File: config.mk
export PLATFORM = sky130hd
export DESIGN_NAME = dsp_run_protect_phase_cal
export DESIGN_NICKNAME = d
export VERILOG_FILES = /design/src/dsp_ctl_pkg.sv /design/src/dsp_timebase.sv /design/src/dsp_run_protect_phase_cal.sv
export VERILOG_INCLUDE_DIRS = /design/src
export SDC_FILE = /design/constraint.sdc
export NUM_CORES = 2
export LEC_CHECK = 0
export BUFFER_PORTS_ARGS = -buffer_cell sky130_fd_sc_hd__buf_2
export CORE_AREA = 10 10 485 534
export CTS_BUF_LIST = sky130_fd_sc_hd__clkbuf_2 sky130_fd_sc_hd__clkbuf_4 sky130_fd_sc_hd__clkbuf_8
export DETAILED_ROUTE_END_ITERATION = 10
export DIE_AREA = 0 0 495 544
export GPL_ROUTABILITY_DRIVEN = 0
export MAX_ROUTING_LAYER = met4
export SYNTH_ARGS = -nofsm -noshare
export SYNTH_HDL_FRONTEND = slang
export SYNTH_SLANG_ARGS = --single-unit
File: constraint.sdc
create_clock -name clk_in -period 4.2 [get_ports clk_in]
set_input_delay 0.21 -clock clk_in [delete_from_list [all_inputs] [get_ports clk_in]]
set_output_delay 0.21 -clock clk_in [all_outputs]
set_load 0.005 [all_outputs]
File: src/dsp_ctl_consts.svh
`ifndef DSP_CTL_CONSTS_SVH
`define DSP_CTL_CONSTS_SVH

// ****************************************
// Register addresses
// ****************************************
`define DRAM_FIRST_ADDR   16'h4380
`define DRAM_LAST_ADDR    16'h43BE
`define PROT_KEY_ADDR     16'hE7FE
`define PROT_CTRL_ADDR    16'hE7E3
`define RUN_ADDR          16'hE000
`define FIRST_STATUS_REGISTER_ADDR      16'hE004
`define FIRST_MASK_REGISTER_ADDR        16'hE008
`define SECOND_CONFIG_REGISTER_ADDR      16'hE00C
`define CAL_A_ADDR        16'hE010
`define CAL_B_ADDR        16'hE014
`define CAL_C_ADDR        16'hE018

// ****************************************
// Field values and positions
// ****************************************
`define PROT_KEY_VAL      8'hAD
`define PROT_ON_VAL       8'h80
`define PROT_OFF_VAL      8'h00
`define RUN_START_VAL     16'h0001
`define RUN_RESET_VAL     16'h0000
`define DONE_BIT          17
`define EXTREF_BIT        0
`define CAL_W             10
`define CAL_DELAY_BIT     9
`define DRAM_W            28
`define DRAM_WORDS        63
`define DRAM_IDX_W        6

// ****************************************
// Timing
// ****************************************
`define CLK_KHZ           200000
`define STEP_KHZ          1024
`define SAMPLE_KHZ        8
`define STEPS_PER_SAMPLE  (`STEP_KHZ / `SAMPLE_KHZ)
`define DSP_PASS_CYC      16'd600

`endif

File: src/dsp_ctl_pkg.sv
package dsp_ctl_pkg;

  typedef enum logic [1:0] {
    DSP_IDLE = 2'b00,
    DSP_WAIT = 2'b01,
    DSP_BUSY = 2'b10
  } dsp_state_t;

endpackage : dsp_ctl_pkg

File: src/dsp_timebase.sv
`timescale 1ns/100ps
`default_nettype none
`include "dsp_ctl_consts.svh"

module dsp_timebase (
  input  wire logic clk_in,
  input  wire logic arst_n_in,
  input  wire logic soft_reset_in,
  output var  logic step_tick_out,
  output var  logic sample_tick_out
);

  // ****************************************
  // Fractional divider, 200 MHz to 1.024 MHz
  // ****************************************
  // Non-integer ratio, so a phase accumulator keeps long-term rate exact
  logic [17:0] acc_ff;
  logic [17:0] nxt_acc;
  logic        nxt_step;
  logic [6:0]  step_cnt_ff;

  always_comb begin
    nxt_acc  = acc_ff + 18'(`STEP_KHZ);
    nxt_step = 1'b0;
    if (nxt_acc >= 18'(`CLK_KHZ)) begin
      nxt_acc  = nxt_acc - 18'(`CLK_KHZ);
      nxt_step = 1'b1;
    end
  end

  always_ff @(posedge clk_in or negedge arst_n_in) begin
    if (!arst_n_in) begin
      acc_ff        <= 18'h00000;
      step_tick_out <= 1'b0;
    end else if (soft_reset_in) begin
      acc_ff        <= 18'h00000;
      step_tick_out <= 1'b0;
    end else begin
      acc_ff        <= nxt_acc;
      step_tick_out <= nxt_step;
    end
  end

  // ****************************************
  // Sample period, 128 steps
  // ****************************************
  always_ff @(posedge clk_in or negedge arst_n_in) begin
    if (!arst_n_in) begin
      step_cnt_ff     <= 7'h00;
      sample_tick_out <= 1'b0;
    end else if (soft_reset_in) begin
      step_cnt_ff     <= 7'h00;
      sample_tick_out <= 1'b0;
    end else begin
      sample_tick_out <= 1'b0;
      if (nxt_step) begin
        step_cnt_ff <= step_cnt_ff + 7'h01;
        if (step_cnt_ff == 7'(`STEPS_PER_SAMPLE - 1)) begin
          step_cnt_ff     <= 7'h00;
          sample_tick_out <= 1'b1;
        end
      end
    end
  end

endmodule : dsp_timebase
`default_nettype wire

File: src/dsp_run_protect_phase_cal.sv
`timescale 1ns/100ps
`default_nettype none
`include "dsp_ctl_consts.svh"

module dsp_run_protect_phase_cal
  import dsp_ctl_pkg::*;
(
  input  wire logic        clk_in,
  input  wire logic        arst_n_in,
  input  wire logic        soft_reset_in,
  input  wire logic        reg_wr_in,
  input  wire logic        reg_rd_in,
  input  wire logic [15:0] reg_addr_in,
  input  wire logic [31:0] reg_wdata_in,
  output var  logic [31:0] reg_rdata_out,
  output var  logic        reg_rvalid_out,
  output var  logic        first_interrupt_output_n_out,
  output var  logic        dsp_running_out,
  output var  logic        dsp_pass_done_out,
  output var  logic        protect_on_out,
  output var  logic        ext_ref_sel_out,
  output wire logic        shift_step_out,
  output var  logic [9:0]  volt_shift_a_out,
  output var  logic [9:0]  volt_shift_b_out,
  output var  logic [9:0]  volt_shift_c_out
);

  // ****************************************
  // Decode helpers
  // ****************************************
  function automatic logic in_dram(input logic [15:0] addr);
    in_dram = (addr >= `DRAM_FIRST_ADDR) && (addr <= `DRAM_LAST_ADDR);
  endfunction : in_dram

  function automatic logic [`DRAM_IDX_W-1:0] dram_idx(input logic [15:0] addr);
    logic [15:0] off;
    off      = addr - `DRAM_FIRST_ADDR;
    dram_idx = off[`DRAM_IDX_W-1:0];
  endfunction : dram_idx

  // Signed step count: bit 9 set means delay of low bits, else advance
  function automatic logic [9:0] cal_to_shift(input logic [`CAL_W-1:0] cal);
    if (cal[`CAL_DELAY_BIT]) begin
      cal_to_shift = {1'b0, cal[8:0]};
    end else begin
      cal_to_shift = 10'h000 - {1'b0, cal[8:0]};
    end
  endfunction : cal_to_shift

  // ****************************************
  // Time base
  // ****************************************
  logic sample_tick;

  dsp_timebase u_timebase (
    .clk_in          (clk_in),
    .arst_n_in       (arst_n_in),
    .soft_reset_in   (soft_reset_in),
    .step_tick_out   (shift_step_out),
    .sample_tick_out (sample_tick)
  );

  // ****************************************
  // Write decode
  // ****************************************
  logic wr_dram;
  logic wr_key;
  logic wr_ctrl;
  logic wr_run;
  logic wr_first_status_register;
  logic wr_first_mask_register;
  logic wr_second_config_register;
  logic [2:0] wr_cal;

  always_comb begin
    wr_dram    = reg_wr_in && in_dram(reg_addr_in);
    wr_key     = reg_wr_in && (reg_addr_in == `PROT_KEY_ADDR);
    wr_ctrl    = reg_wr_in && (reg_addr_in == `PROT_CTRL_ADDR);
    wr_run     = reg_wr_in && (reg_addr_in == `RUN_ADDR);
    wr_first_status_register = reg_wr_in && (reg_addr_in == `FIRST_STATUS_REGISTER_ADDR);
    wr_first_mask_register   = reg_wr_in && (reg_addr_in == `FIRST_MASK_REGISTER_ADDR);
    wr_second_config_register = reg_wr_in && (reg_addr_in == `SECOND_CONFIG_REGISTER_ADDR);
    wr_cal[0]  = reg_wr_in && (reg_addr_in == `CAL_A_ADDR);
    wr_cal[1]  = reg_wr_in && (reg_addr_in == `CAL_B_ADDR);
    wr_cal[2]  = reg_wr_in && (reg_addr_in == `CAL_C_ADDR);
  end

  // ****************************************
  // Write protection
  // ****************************************
  logic key_armed_ff;

  // Key must be the write just before the control write
  always_ff @(posedge clk_in or negedge arst_n_in) begin
    if (!arst_n_in) begin
      key_armed_ff   <= 1'b0;
      protect_on_out <= 1'b0;
    end else if (soft_reset_in) begin
      key_armed_ff   <= 1'b0;
      protect_on_out <= 1'b0;
    end else if (reg_wr_in) begin
      key_armed_ff <= wr_key && (reg_wdata_in[7:0] == `PROT_KEY_VAL);
      if (wr_ctrl && key_armed_ff) begin
        if (reg_wdata_in[7:0] == `PROT_ON_VAL) begin
          protect_on_out <= 1'b1;
        end else if (reg_wdata_in[7:0] == `PROT_OFF_VAL) begin
          protect_on_out <= 1'b0;
        end
      end
    end
  end

  // ****************************************
  // Data RAM and write pipeline
  // ****************************************
  logic [`DRAM_W-1:0]     dram_ff [`DRAM_WORDS];
  logic [1:0]             pipe_vld_ff;
  logic [`DRAM_IDX_W-1:0] pipe_idx_ff [2];
  logic [`DRAM_W-1:0]     pipe_dat_ff [2];
  logic                   dram_accept;

  // Protected writes never enter the pipe, though like any write they still disarm the protection key
  assign dram_accept = wr_dram && !protect_on_out;

  always_ff @(posedge clk_in or negedge arst_n_in) begin
    if (!arst_n_in) begin
      pipe_vld_ff <= 2'b00;
      for (int i = 0; i < 2; i++) begin
        pipe_idx_ff[i] <= 6'h00;
        pipe_dat_ff[i] <= 28'h0000000;
      end
    end else if (soft_reset_in) begin
      pipe_vld_ff <= 2'b00;
      for (int i = 0; i < 2; i++) begin
        pipe_idx_ff[i] <= 6'h00;
        pipe_dat_ff[i] <= 28'h0000000;
      end
    end else if (dram_accept) begin
      pipe_vld_ff    <= {pipe_vld_ff[0], 1'b1};
      pipe_idx_ff[0] <= dram_idx(reg_addr_in);
      pipe_dat_ff[0] <= reg_wdata_in[`DRAM_W-1:0];
      pipe_idx_ff[1] <= pipe_idx_ff[0];
      pipe_dat_ff[1] <= pipe_dat_ff[0];
    end
  end

  // Only the oldest stage commits, pushed out by a later accepted write
  always_ff @(posedge clk_in or negedge arst_n_in) begin
    if (!arst_n_in) begin
      for (int i = 0; i < `DRAM_WORDS; i++) begin
        dram_ff[i] <= 28'h0000000;
      end
    end else if (soft_reset_in) begin
      for (int i = 0; i < `DRAM_WORDS; i++) begin
        dram_ff[i] <= 28'h0000000;
      end
    end else if (dram_accept && pipe_vld_ff[1]) begin
      dram_ff[pipe_idx_ff[1]] <= pipe_dat_ff[1];
    end
  end

  // ****************************************
  // Phase calibration
  // ****************************************
  logic [`CAL_W-1:0] cal_ff [3];
  logic [9:0]        shift_ff [3];

  for (genvar g = 0; g < 3; g++) begin : g_cal
    always_ff @(posedge clk_in or negedge arst_n_in) begin
      if (!arst_n_in) begin
        cal_ff[g]   <= 10'h000;
        shift_ff[g] <= 10'h000;
      end else if (soft_reset_in) begin
        cal_ff[g]   <= 10'h000;
        shift_ff[g] <= 10'h000;
      end else begin
        if (wr_cal[g]) begin
          cal_ff[g] <= reg_wdata_in[`CAL_W-1:0];
        end
        shift_ff[g] <= cal_to_shift(cal_ff[g]);
      end
    end
  end

  // Counts are in shift_step_out periods
  assign volt_shift_a_out = shift_ff[0];
  assign volt_shift_b_out = shift_ff[1];
  assign volt_shift_c_out = shift_ff[2];

  // ****************************************
  // Config, run and mask registers
  // ****************************************
  logic [15:0] run_ff;
  logic [31:0] first_mask_register_ff;

  // No power-mode input touches this, so it survives every mode
  always_ff @(posedge clk_in or negedge arst_n_in) begin
    if (!arst_n_in) begin
      ext_ref_sel_out <= 1'b0;
    end else if (soft_reset_in) begin
      ext_ref_sel_out <= 1'b0;
    end else if (wr_second_config_register) begin
      ext_ref_sel_out <= reg_wdata_in[`EXTREF_BIT];
    end
  end

  always_ff @(posedge clk_in or negedge arst_n_in) begin
    if (!arst_n_in) begin
      run_ff   <= `RUN_RESET_VAL;
      first_mask_register_ff <= 32'h00000000;
    end else if (soft_reset_in) begin
      run_ff   <= `RUN_RESET_VAL;
      first_mask_register_ff <= 32'h00000000;
    end else begin
      if (wr_run) begin
        run_ff <= reg_wdata_in[15:0];
      end
      if (wr_first_mask_register) begin
        first_mask_register_ff <= reg_wdata_in;
      end
    end
  end

  // ****************************************
  // Processor schedule
  // ****************************************
  dsp_state_t  state_ff;
  logic [15:0] pass_cnt_ff;
  logic        run_req;

  assign run_req = (run_ff == `RUN_START_VAL);

  // Stopping aborts a pass in flight; no done flag for a partial pass
  always_ff @(posedge clk_in or negedge arst_n_in) begin
    if (!arst_n_in) begin
      state_ff          <= DSP_IDLE;
      pass_cnt_ff       <= 16'h0000;
      dsp_pass_done_out <= 1'b0;
    end else if (soft_reset_in) begin
      state_ff          <= DSP_IDLE;
      pass_cnt_ff       <= 16'h0000;
      dsp_pass_done_out <= 1'b0;
    end else begin
      dsp_pass_done_out <= 1'b0;
      unique case (state_ff)
        DSP_IDLE: begin
          if (run_req) begin
            state_ff <= DSP_WAIT;
          end
        end
        DSP_WAIT: begin
          if (!run_req) begin
            state_ff <= DSP_IDLE;
          end else if (sample_tick) begin
            state_ff    <= DSP_BUSY;
            pass_cnt_ff <= 16'h0000;
          end
        end
        DSP_BUSY: begin
          pass_cnt_ff <= pass_cnt_ff + 16'h0001;
          if (!run_req) begin
            state_ff <= DSP_IDLE;
          end else if (pass_cnt_ff == `DSP_PASS_CYC - 16'h0001) begin
            state_ff          <= DSP_WAIT;
            dsp_pass_done_out <= 1'b1;
          end
        end
        default: begin
          state_ff <= DSP_IDLE;
        end
      endcase
    end
  end

  always_ff @(posedge clk_in or negedge arst_n_in) begin
    if (!arst_n_in) begin
      dsp_running_out <= 1'b0;
    end else if (soft_reset_in) begin
      dsp_running_out <= 1'b0;
    end else begin
      dsp_running_out <= run_req;
    end
  end

  // ****************************************
  // Done flag and interrupt
  // ****************************************
  logic done_flag_ff;
  logic nxt_done_flag;

  // Set beats clear so a pass ending during the clear is not lost
  always_comb begin
    nxt_done_flag = done_flag_ff;
    if (wr_first_status_register && reg_wdata_in[`DONE_BIT]) begin
      nxt_done_flag = 1'b0;
    end
    if (dsp_pass_done_out) begin
      nxt_done_flag = 1'b1;
    end
  end

  always_ff @(posedge clk_in or negedge arst_n_in) begin
    if (!arst_n_in) begin
      done_flag_ff <= 1'b0;
      first_interrupt_output_n_out   <= 1'b1;
    end else if (soft_reset_in) begin
      done_flag_ff <= 1'b0;
      first_interrupt_output_n_out   <= 1'b1;
    end else begin
      done_flag_ff <= nxt_done_flag;
      first_interrupt_output_n_out   <= !(nxt_done_flag && first_mask_register_ff[`DONE_BIT]);
    end
  end

  // ****************************************
  // Read port
  // ****************************************
  logic [31:0] rd_mux;

  // Reads ignore protection and show committed RAM, not the pipe
  always_comb begin
    rd_mux = 32'h00000000;
    if (in_dram(reg_addr_in)) begin
      rd_mux = {4'h0, dram_ff[dram_idx(reg_addr_in)]};
    end else begin
      unique case (reg_addr_in)
        `RUN_ADDR:     rd_mux = {16'h0000, run_ff};
        `FIRST_STATUS_REGISTER_ADDR: rd_mux = 32'(done_flag_ff) << `DONE_BIT;
        `FIRST_MASK_REGISTER_ADDR:   rd_mux = first_mask_register_ff;
        `SECOND_CONFIG_REGISTER_ADDR: rd_mux = {31'h00000000, ext_ref_sel_out};
        `CAL_A_ADDR:   rd_mux = {22'h000000, cal_ff[0]};
        `CAL_B_ADDR:   rd_mux = {22'h000000, cal_ff[1]};
        `CAL_C_ADDR:   rd_mux = {22'h000000, cal_ff[2]};
        default:       rd_mux = 32'h00000000;
      endcase
    end
  end

  always_ff @(posedge clk_in or negedge arst_n_in) begin
    if (!arst_n_in) begin
      reg_rdata_out  <= 32'h00000000;
      reg_rvalid_out <= 1'b0;
    end else begin
      reg_rvalid_out <= reg_rd_in;
      if (reg_rd_in) begin
        reg_rdata_out <= rd_mux;
      end
    end
  end

endmodule : dsp_run_protect_phase_cal
`default_nettype wire

-- Word-level counts from Yosys, hierarchy flattened
Index checks and enable logic that the tools add are counted.
- reductions and logical operators: 38
- bitwise operators: 2
- equal/unequal tests: 21
- muxes and demuxes: 71
- $lt $le $gt $ge: 6
- $add $sub $neg: 8
- operators by type and width (cell ; count):
    two-way mux 1764 bit ; 2
    bitwise mux 1764 bit ; 1
    one-hot mux 32 bit (7 select lines) ; 1
    binary-select mux 28 bit (select 6 bit) ; 1
    demux 28 bit (select 6 bit) ; 1
    == test 16 bit (second input constant) ; 9
    two-way mux 10 bit ; 12
    two-way mux 56 bit ; 2
    two-way mux 32 bit ; 3
    two-way mux 28 bit ; 3
    two-way mux 16 bit ; 5
    two-way mux 18 bit ; 2
    one-hot mux 16 bit (2 select lines) ; 1
    subtractor 1 x 9 -> 10 bit (first input constant) ; 3
    two-way mux 12 bit ; 2
    two-way mux 1 bit ; 23
    nonzero test 2 bit ; 11
    two-way mux 7 bit ; 3
    adder 18 x 11 -> 18 bit (second input constant) ; 1
    greater-or-equal comparator 18 bit (second input constant) ; 1
    logical AND 1 bit ; 18
    subtractor 18 bit (second input constant) ; 1
    adder 16 x 1 -> 16 bit (second input constant) ; 1
    == test 16 x 1 -> 1 bit (second input constant) ; 1
    other kinds (23) ; 38
- input bits: 53
- flip-flop bits (word level): 2027
- output and inout bits: 69
- logic and storage cells: 237

-- Longest topological paths before layout
- depth after elaboration: 8
- gate-level depth with buffers: 13

-- Hierarchy
From an unflattened synthesis, not the netlist that was laid out.
- cell total of the unflattened synthesis: 9294
- area, all modules: 98599.6 sq um
- by module, submodules not included (module ; area an instance (sq um) ; times used ; cells an instance):
    dsp_run_protect_phase_cal ; 97290.8 ; 1 ; 9148
    dsp_timebase ; 1308.8 ; 1 ; 146

-- Worst setup path after synthesis
No wires, ideal clock.
- path type: flip-flop to flip-flop
- start point: register u_timebase.acc_ff[10]
- end point: register u_timebase.step_cnt_ff[2]
- stages on the path, launching flop included: 9
- data required time: 4075 ps
- data arrival time: 2232 ps
- library setup time: 125 ps
- slack: 1843 ps
- cells stage by stage: dfrtp_1 ha_1 clkbuf_1 nand2b_1 mux2_2 o31ai_1 nand3_1 nand3_1 mux2_2
- cells in the longest elaborated chain, start to end: 4
- RTL lines (element ; line ; RTL):
    start: declaration ; dsp_timebase.sv:17 ; logic [17:0] acc_ff;
    start signal: assignment ; dsp_timebase.sv:39 ; acc_ff <= nxt_acc;
    adder 18 x 11 -> 18 bit ; dsp_timebase.sv:23 ; nxt_acc = acc_ff + 18'(`STEP_KHZ);
    greater-or-equal comparator 18 bit ; dsp_timebase.sv:25 ; if (nxt_acc >= 18'(`CLK_KHZ)) begin
    two-way mux 1 bit ; dsp_timebase.sv:25 ;
    nonzero test 2 bit (no line) ; n/a ;
    end signal: assignment ; dsp_timebase.sv:57 ; step_cnt_ff <= step_cnt_ff + 7'h01;
    end: declaration ; dsp_timebase.sv:20 ; logic [6:0] step_cnt_ff;
No other way between the ends.
A chain may end at the register's enable or synchronous reset.

-- Final worst setup path
- start point: input port reg_addr_in[15]
- end point: register reg_rdata_out[25]
- cells in the longest elaborated chain, start to end: 3
- RTL lines (element ; line ; RTL):
    start: declaration ; dsp_run_protect_phase_cal.sv:13 ; input wire logic [15:0] reg_addr_in,
    greater-or-equal comparator 16 x 15 -> 1 bit (no line), or another cell as far along ; n/a ;
    logical AND 1 bit or one-hot mux 32 bit (7 select lines) (tied branches) ; dsp_run_protect_phase_cal.sv:32, dsp_run_protect_phase_cal.sv:326 ;
    two-way mux 32 bit (*) ; dsp_run_protect_phase_cal.sv:323 ; if (in_dram(reg_addr_in)) begin
    end signal: assignment ; dsp_run_protect_phase_cal.sv:346 ; reg_rdata_out <= rd_mux;
    end: declaration ; dsp_run_protect_phase_cal.sv:15 ; output var logic [31:0] reg_rdata_out,
Every way passes the cells marked *; elsewhere a longest branch is shown, timed or not.

==> key figures <==
Power
  • Clock power frac: 0.458
  • Power share of the sequential group: 0.488
  • Leak pwr: 0.0443 µW
  • NetSw: around 10000 µW
  • Combinational Power Share: 0.054
  • Power Dens Cells: approximately 370 nW/µm²
  • Sw Share: 0.248
  • Overall power: 40200 µW
  • P_int: 30300 µW
  • Peak supply drop: roughly 240 µV

Timing
  • Final Setup Violations: 0
  • Fin crit period: approximately 3.5 ns
  • Worst Tran Pin Value: roughly 1.4 ns
  • Final period util: 0.831
  • Fin Setup TNS: 0 ns
  • Clk_skew: around 0.086 ns
  • Slew Viols, Final: 0
  • Hold Slack: roughly 0.0024 ns
  • RSZ-0062 raised after global routing: false
  • Post-route worst setup slack: roughly 0.7 ns
  • Max Fclk: between 200 and 300 MHz
  • Final hold violation count: 0
  • Rel. slew slack: 0.0866

Place
  • Final HPWL DP: ~220000 µm
  • Port bufs: 121
  • Dpl ws: 0.641 ns

Yosys
  • Unique masters post-synth: 83
  • Post-synth net total: around 10k
  • Number of synthesis warnings: 0
  • Seq/Total Area, Yosys: 0.513
  • Syn Area/Cell: around 9.5 µm²
  • XOR/XNOR Fraction of Synth Area: 0.00160
  • Mapped Cells: 10.4k
  • Largest family of logic cells by synthesized area: simple AND/OR/NAND/NOR gates
  • Post-synthesis compound-gate area fraction: 0.141
  • Simple-Gate Fraction of Synth Area: 0.184
  • Number of synthesized register bits: 2021
  • Post-synth EDFFs: 0
  • Mux share of post-synthesis cell area: 0.111
  • Synth Area in Adders: 0.00114
  • Post-synth top flop: dfrtp_1
  • Async SR Flop Fraction: 1.00
  • Mapped cell area: about 100000 µm²

Detailed routing
  • WL per Instance: between 20 and 30 µm
  • Pre-antenna DRT Iters: 8
  • Drt via density: 5.90
  • Initial drt markers: 9490
  • Routed WL: roughly 360000 µm
  • Routed Antenna Nets: 0
  • Drt drc: 0
  • Vias: between 80k and 90k

Floorplan
  • # rows: roughly 190
  • Chip Width: 495 µm
  • Die ar.: between 200000 and 300000 µm²
  • Initial core utilization: 0.397
  • Core area: between 200000 and 250000 µm²
  • I/O pins: 122
  • Die H: between 500 and 600 µm

Setup path
  • Critical Path Source Type: primary input
  • CP Capture Type: register
  • Worst EP required: between 5 and 6 ns
  • R2R Setup Slk: around 0.9 ns
  • CP max FO: 12
  • Crit Path Class: primary input to register
  • WP data arrival: 4.32 ns

Final layout
  • Area Growth Syn to Fin: 11.1%
  • Final nets: around 10k
  • Fillcell total: around 23k
  • Fraction of layout cells with a size suffix above 1: 0.180
  • Most common cell after layout, fill and taps aside: nand2_1
  • Commonest cells after routing, fill and taps aside: 3865 x nand2_1, 1992 x dfrtp_1, 1620 x a21oi_1, 418 x clkbuf_8, 372 x mux4_2

Clocking
  • CTS max path bufs: 4
  • Clock Tree Root: clkbuf_8
  • Number of CTS-inserted buffers: 337
  • Clk Latency, worst-skew pair: 1.00 ns
  • PostCTS Resize Cnt: 0
  • CTS tree: built
  • CTS HTree Levels: 5
  • Clock Sinks: between 2k and 2.5k
  • Worst-path clk slew: roughly 0.06 ns
  • Setup Fix Bufs, Post-CTS: 0

GRT
  • GRT Residual Overflow: 0
  • Largest net degree at the start of global routing: a little under 200
  • Vias in the first global route: a little over 80k
  • Antenna violations before repair: 24
  • Global-route wire length before repair: around 540000 µm
  • Gr usage total: 0.269

Flow run
  • Max_cap viols: 0

Hold path
  • Min-Delay Path Class: primary input to register

Status
  • Outcome: complete, no violations
[path summary, 6_finish.rpt]
kind / cells after the start / end / start
max: 8 / reg_rdata_out[25] / reg_addr_in[15]
min: 3 / first_mask_register_ff[20] / reg_wdata_in[20]
max reg2reg: 8 / dram_ff[419] / protect_on_out
min reg2reg: 1 / first_interrupt_output_n_out / first_mask_register_ff[17]
max in group asynchronous: 4 / dram_ff[1327] / arst_n_in
min in group asynchronous: 3 / dram_ff[701] / arst_n_in
[cells by family (layout without fill, tap and decap cells)]
group	count (synthesis)	count (layout)
buf+inv	953	1106
mux	626	626
xor+xnor	18	18
simple gates	4423	4423
flops	2021	2021
fa+ha+maj	9	9
other cells	0	17
compound gates	2343	2343
[power by group through the flow]
stage | Combinational [µW] | Sequential [µW] | Clock [µW]
floorplan | 1020 | 19900 | 0
global placement | 2090 | 20000 | 0
detailed placement | 2120 | 20000 | 0
CTS | 2170 | 19600 | 18600
global route | 2310 | 19600 | 19600
finish | 2180 | 19600 | 18400
[final cells by class]
cell class                      count  area, µm²  share of cell area
Antenna cell                       17       42.5            0.000389
Clock inverter                     35        289             0.00264
Timing Repair Buffer              509       4280              0.0391
Tap cell                         3298       4130              0.0377
Sequential cell                  2021      50700               0.463
Multi-Input combinational cell   7419      43300               0.396
Inverter                           24       95.1            0.000869
Clock buffer                      538       6650              0.0608
[Yosys cell counts, drive strengths merged (11+ instances only)]
cell type / number / area [µm²]
o221ai: 16 / 140
buf: 298 / 2250
a22o: 42 / 368
mux2i: 240 / 2400
a22oi: 54 / 405
a31oi: 29 / 181
nor2: 255 / 1630
xnor2: 17 / 149
nand2b: 26 / 163
and3: 17 / 106
mux4: 372 / 8380
a21oi: 1942 / 10900
o21ai: 86 / 430
nand3: 61 / 310
mux2: 14 / 158
a221oi: 18 / 158
clkbuf: 631 / 2370
a311oi: 12 / 105
dfrtp: 2020 / 50500
inv: 22 / 82.6
or3: 11 / 68.8
nor4: 23 / 264
nor2b: 12 / 75.1
o211ai: 28 / 210
a211oi: 30 / 225
nand4: 19 / 131
or4: 13 / 105
nor3: 31 / 155
nand2: 3907 / 14800
[routing by layer]
layer  vias up  track usage  wire (µm)
li1      34900            -          -
met1     41200        0.339     139000
met2      4638        0.398     162000
met3      1043       0.0678      39600
met4         0        0.144      22600
met5         -            -          0
[metrics by stage]
step / std cells / area, µm² / util
finish: 13900 / 109000 / 0.442
global route: 13900 / 109000 / 0.442
CTS: 13800 / 109000 / 0.441
detailed placement: 13200 / 102000 / 0.411
global placement: 13200 / 102000 / 0.411
floorplan: 10400 / 98500 / -
[sequential cells by signal, summed over array words and instances (netlist names), 7 cells and up]
signal,cells
volt_shift_b_out,10
volt_shift_c_out,10
reg_rdata_out,32
cal_ff,30
dram_ff,1764
u_timebase.step_cnt_ff,7
run_ff,16
u_timebase.acc_ff,12
first_mask_register_ff,32
volt_shift_a_out,10
pipe_dat_ff,56
pass_cnt_ff,16
pipe_idx_ff,12
[critical path: stages]
cell and delay, ns:
dlygate4sd3_1 0.53, buf_2 0.14, nor4b_4 0.47, dlygate4sd3_1 0.71, o2111a_1 0.55, nand2_1 0.63
a2111oi_0 0.85, a211oi_1 0.19
[what timing repair did]
item | 4_1_cts | 5_1_grt
endpoints found under the setup margin | 0 | 0
hold buffers | 63 | 0
hold endpoints to repair | 1404 | 0
Power figures use the tool's default switching activity.
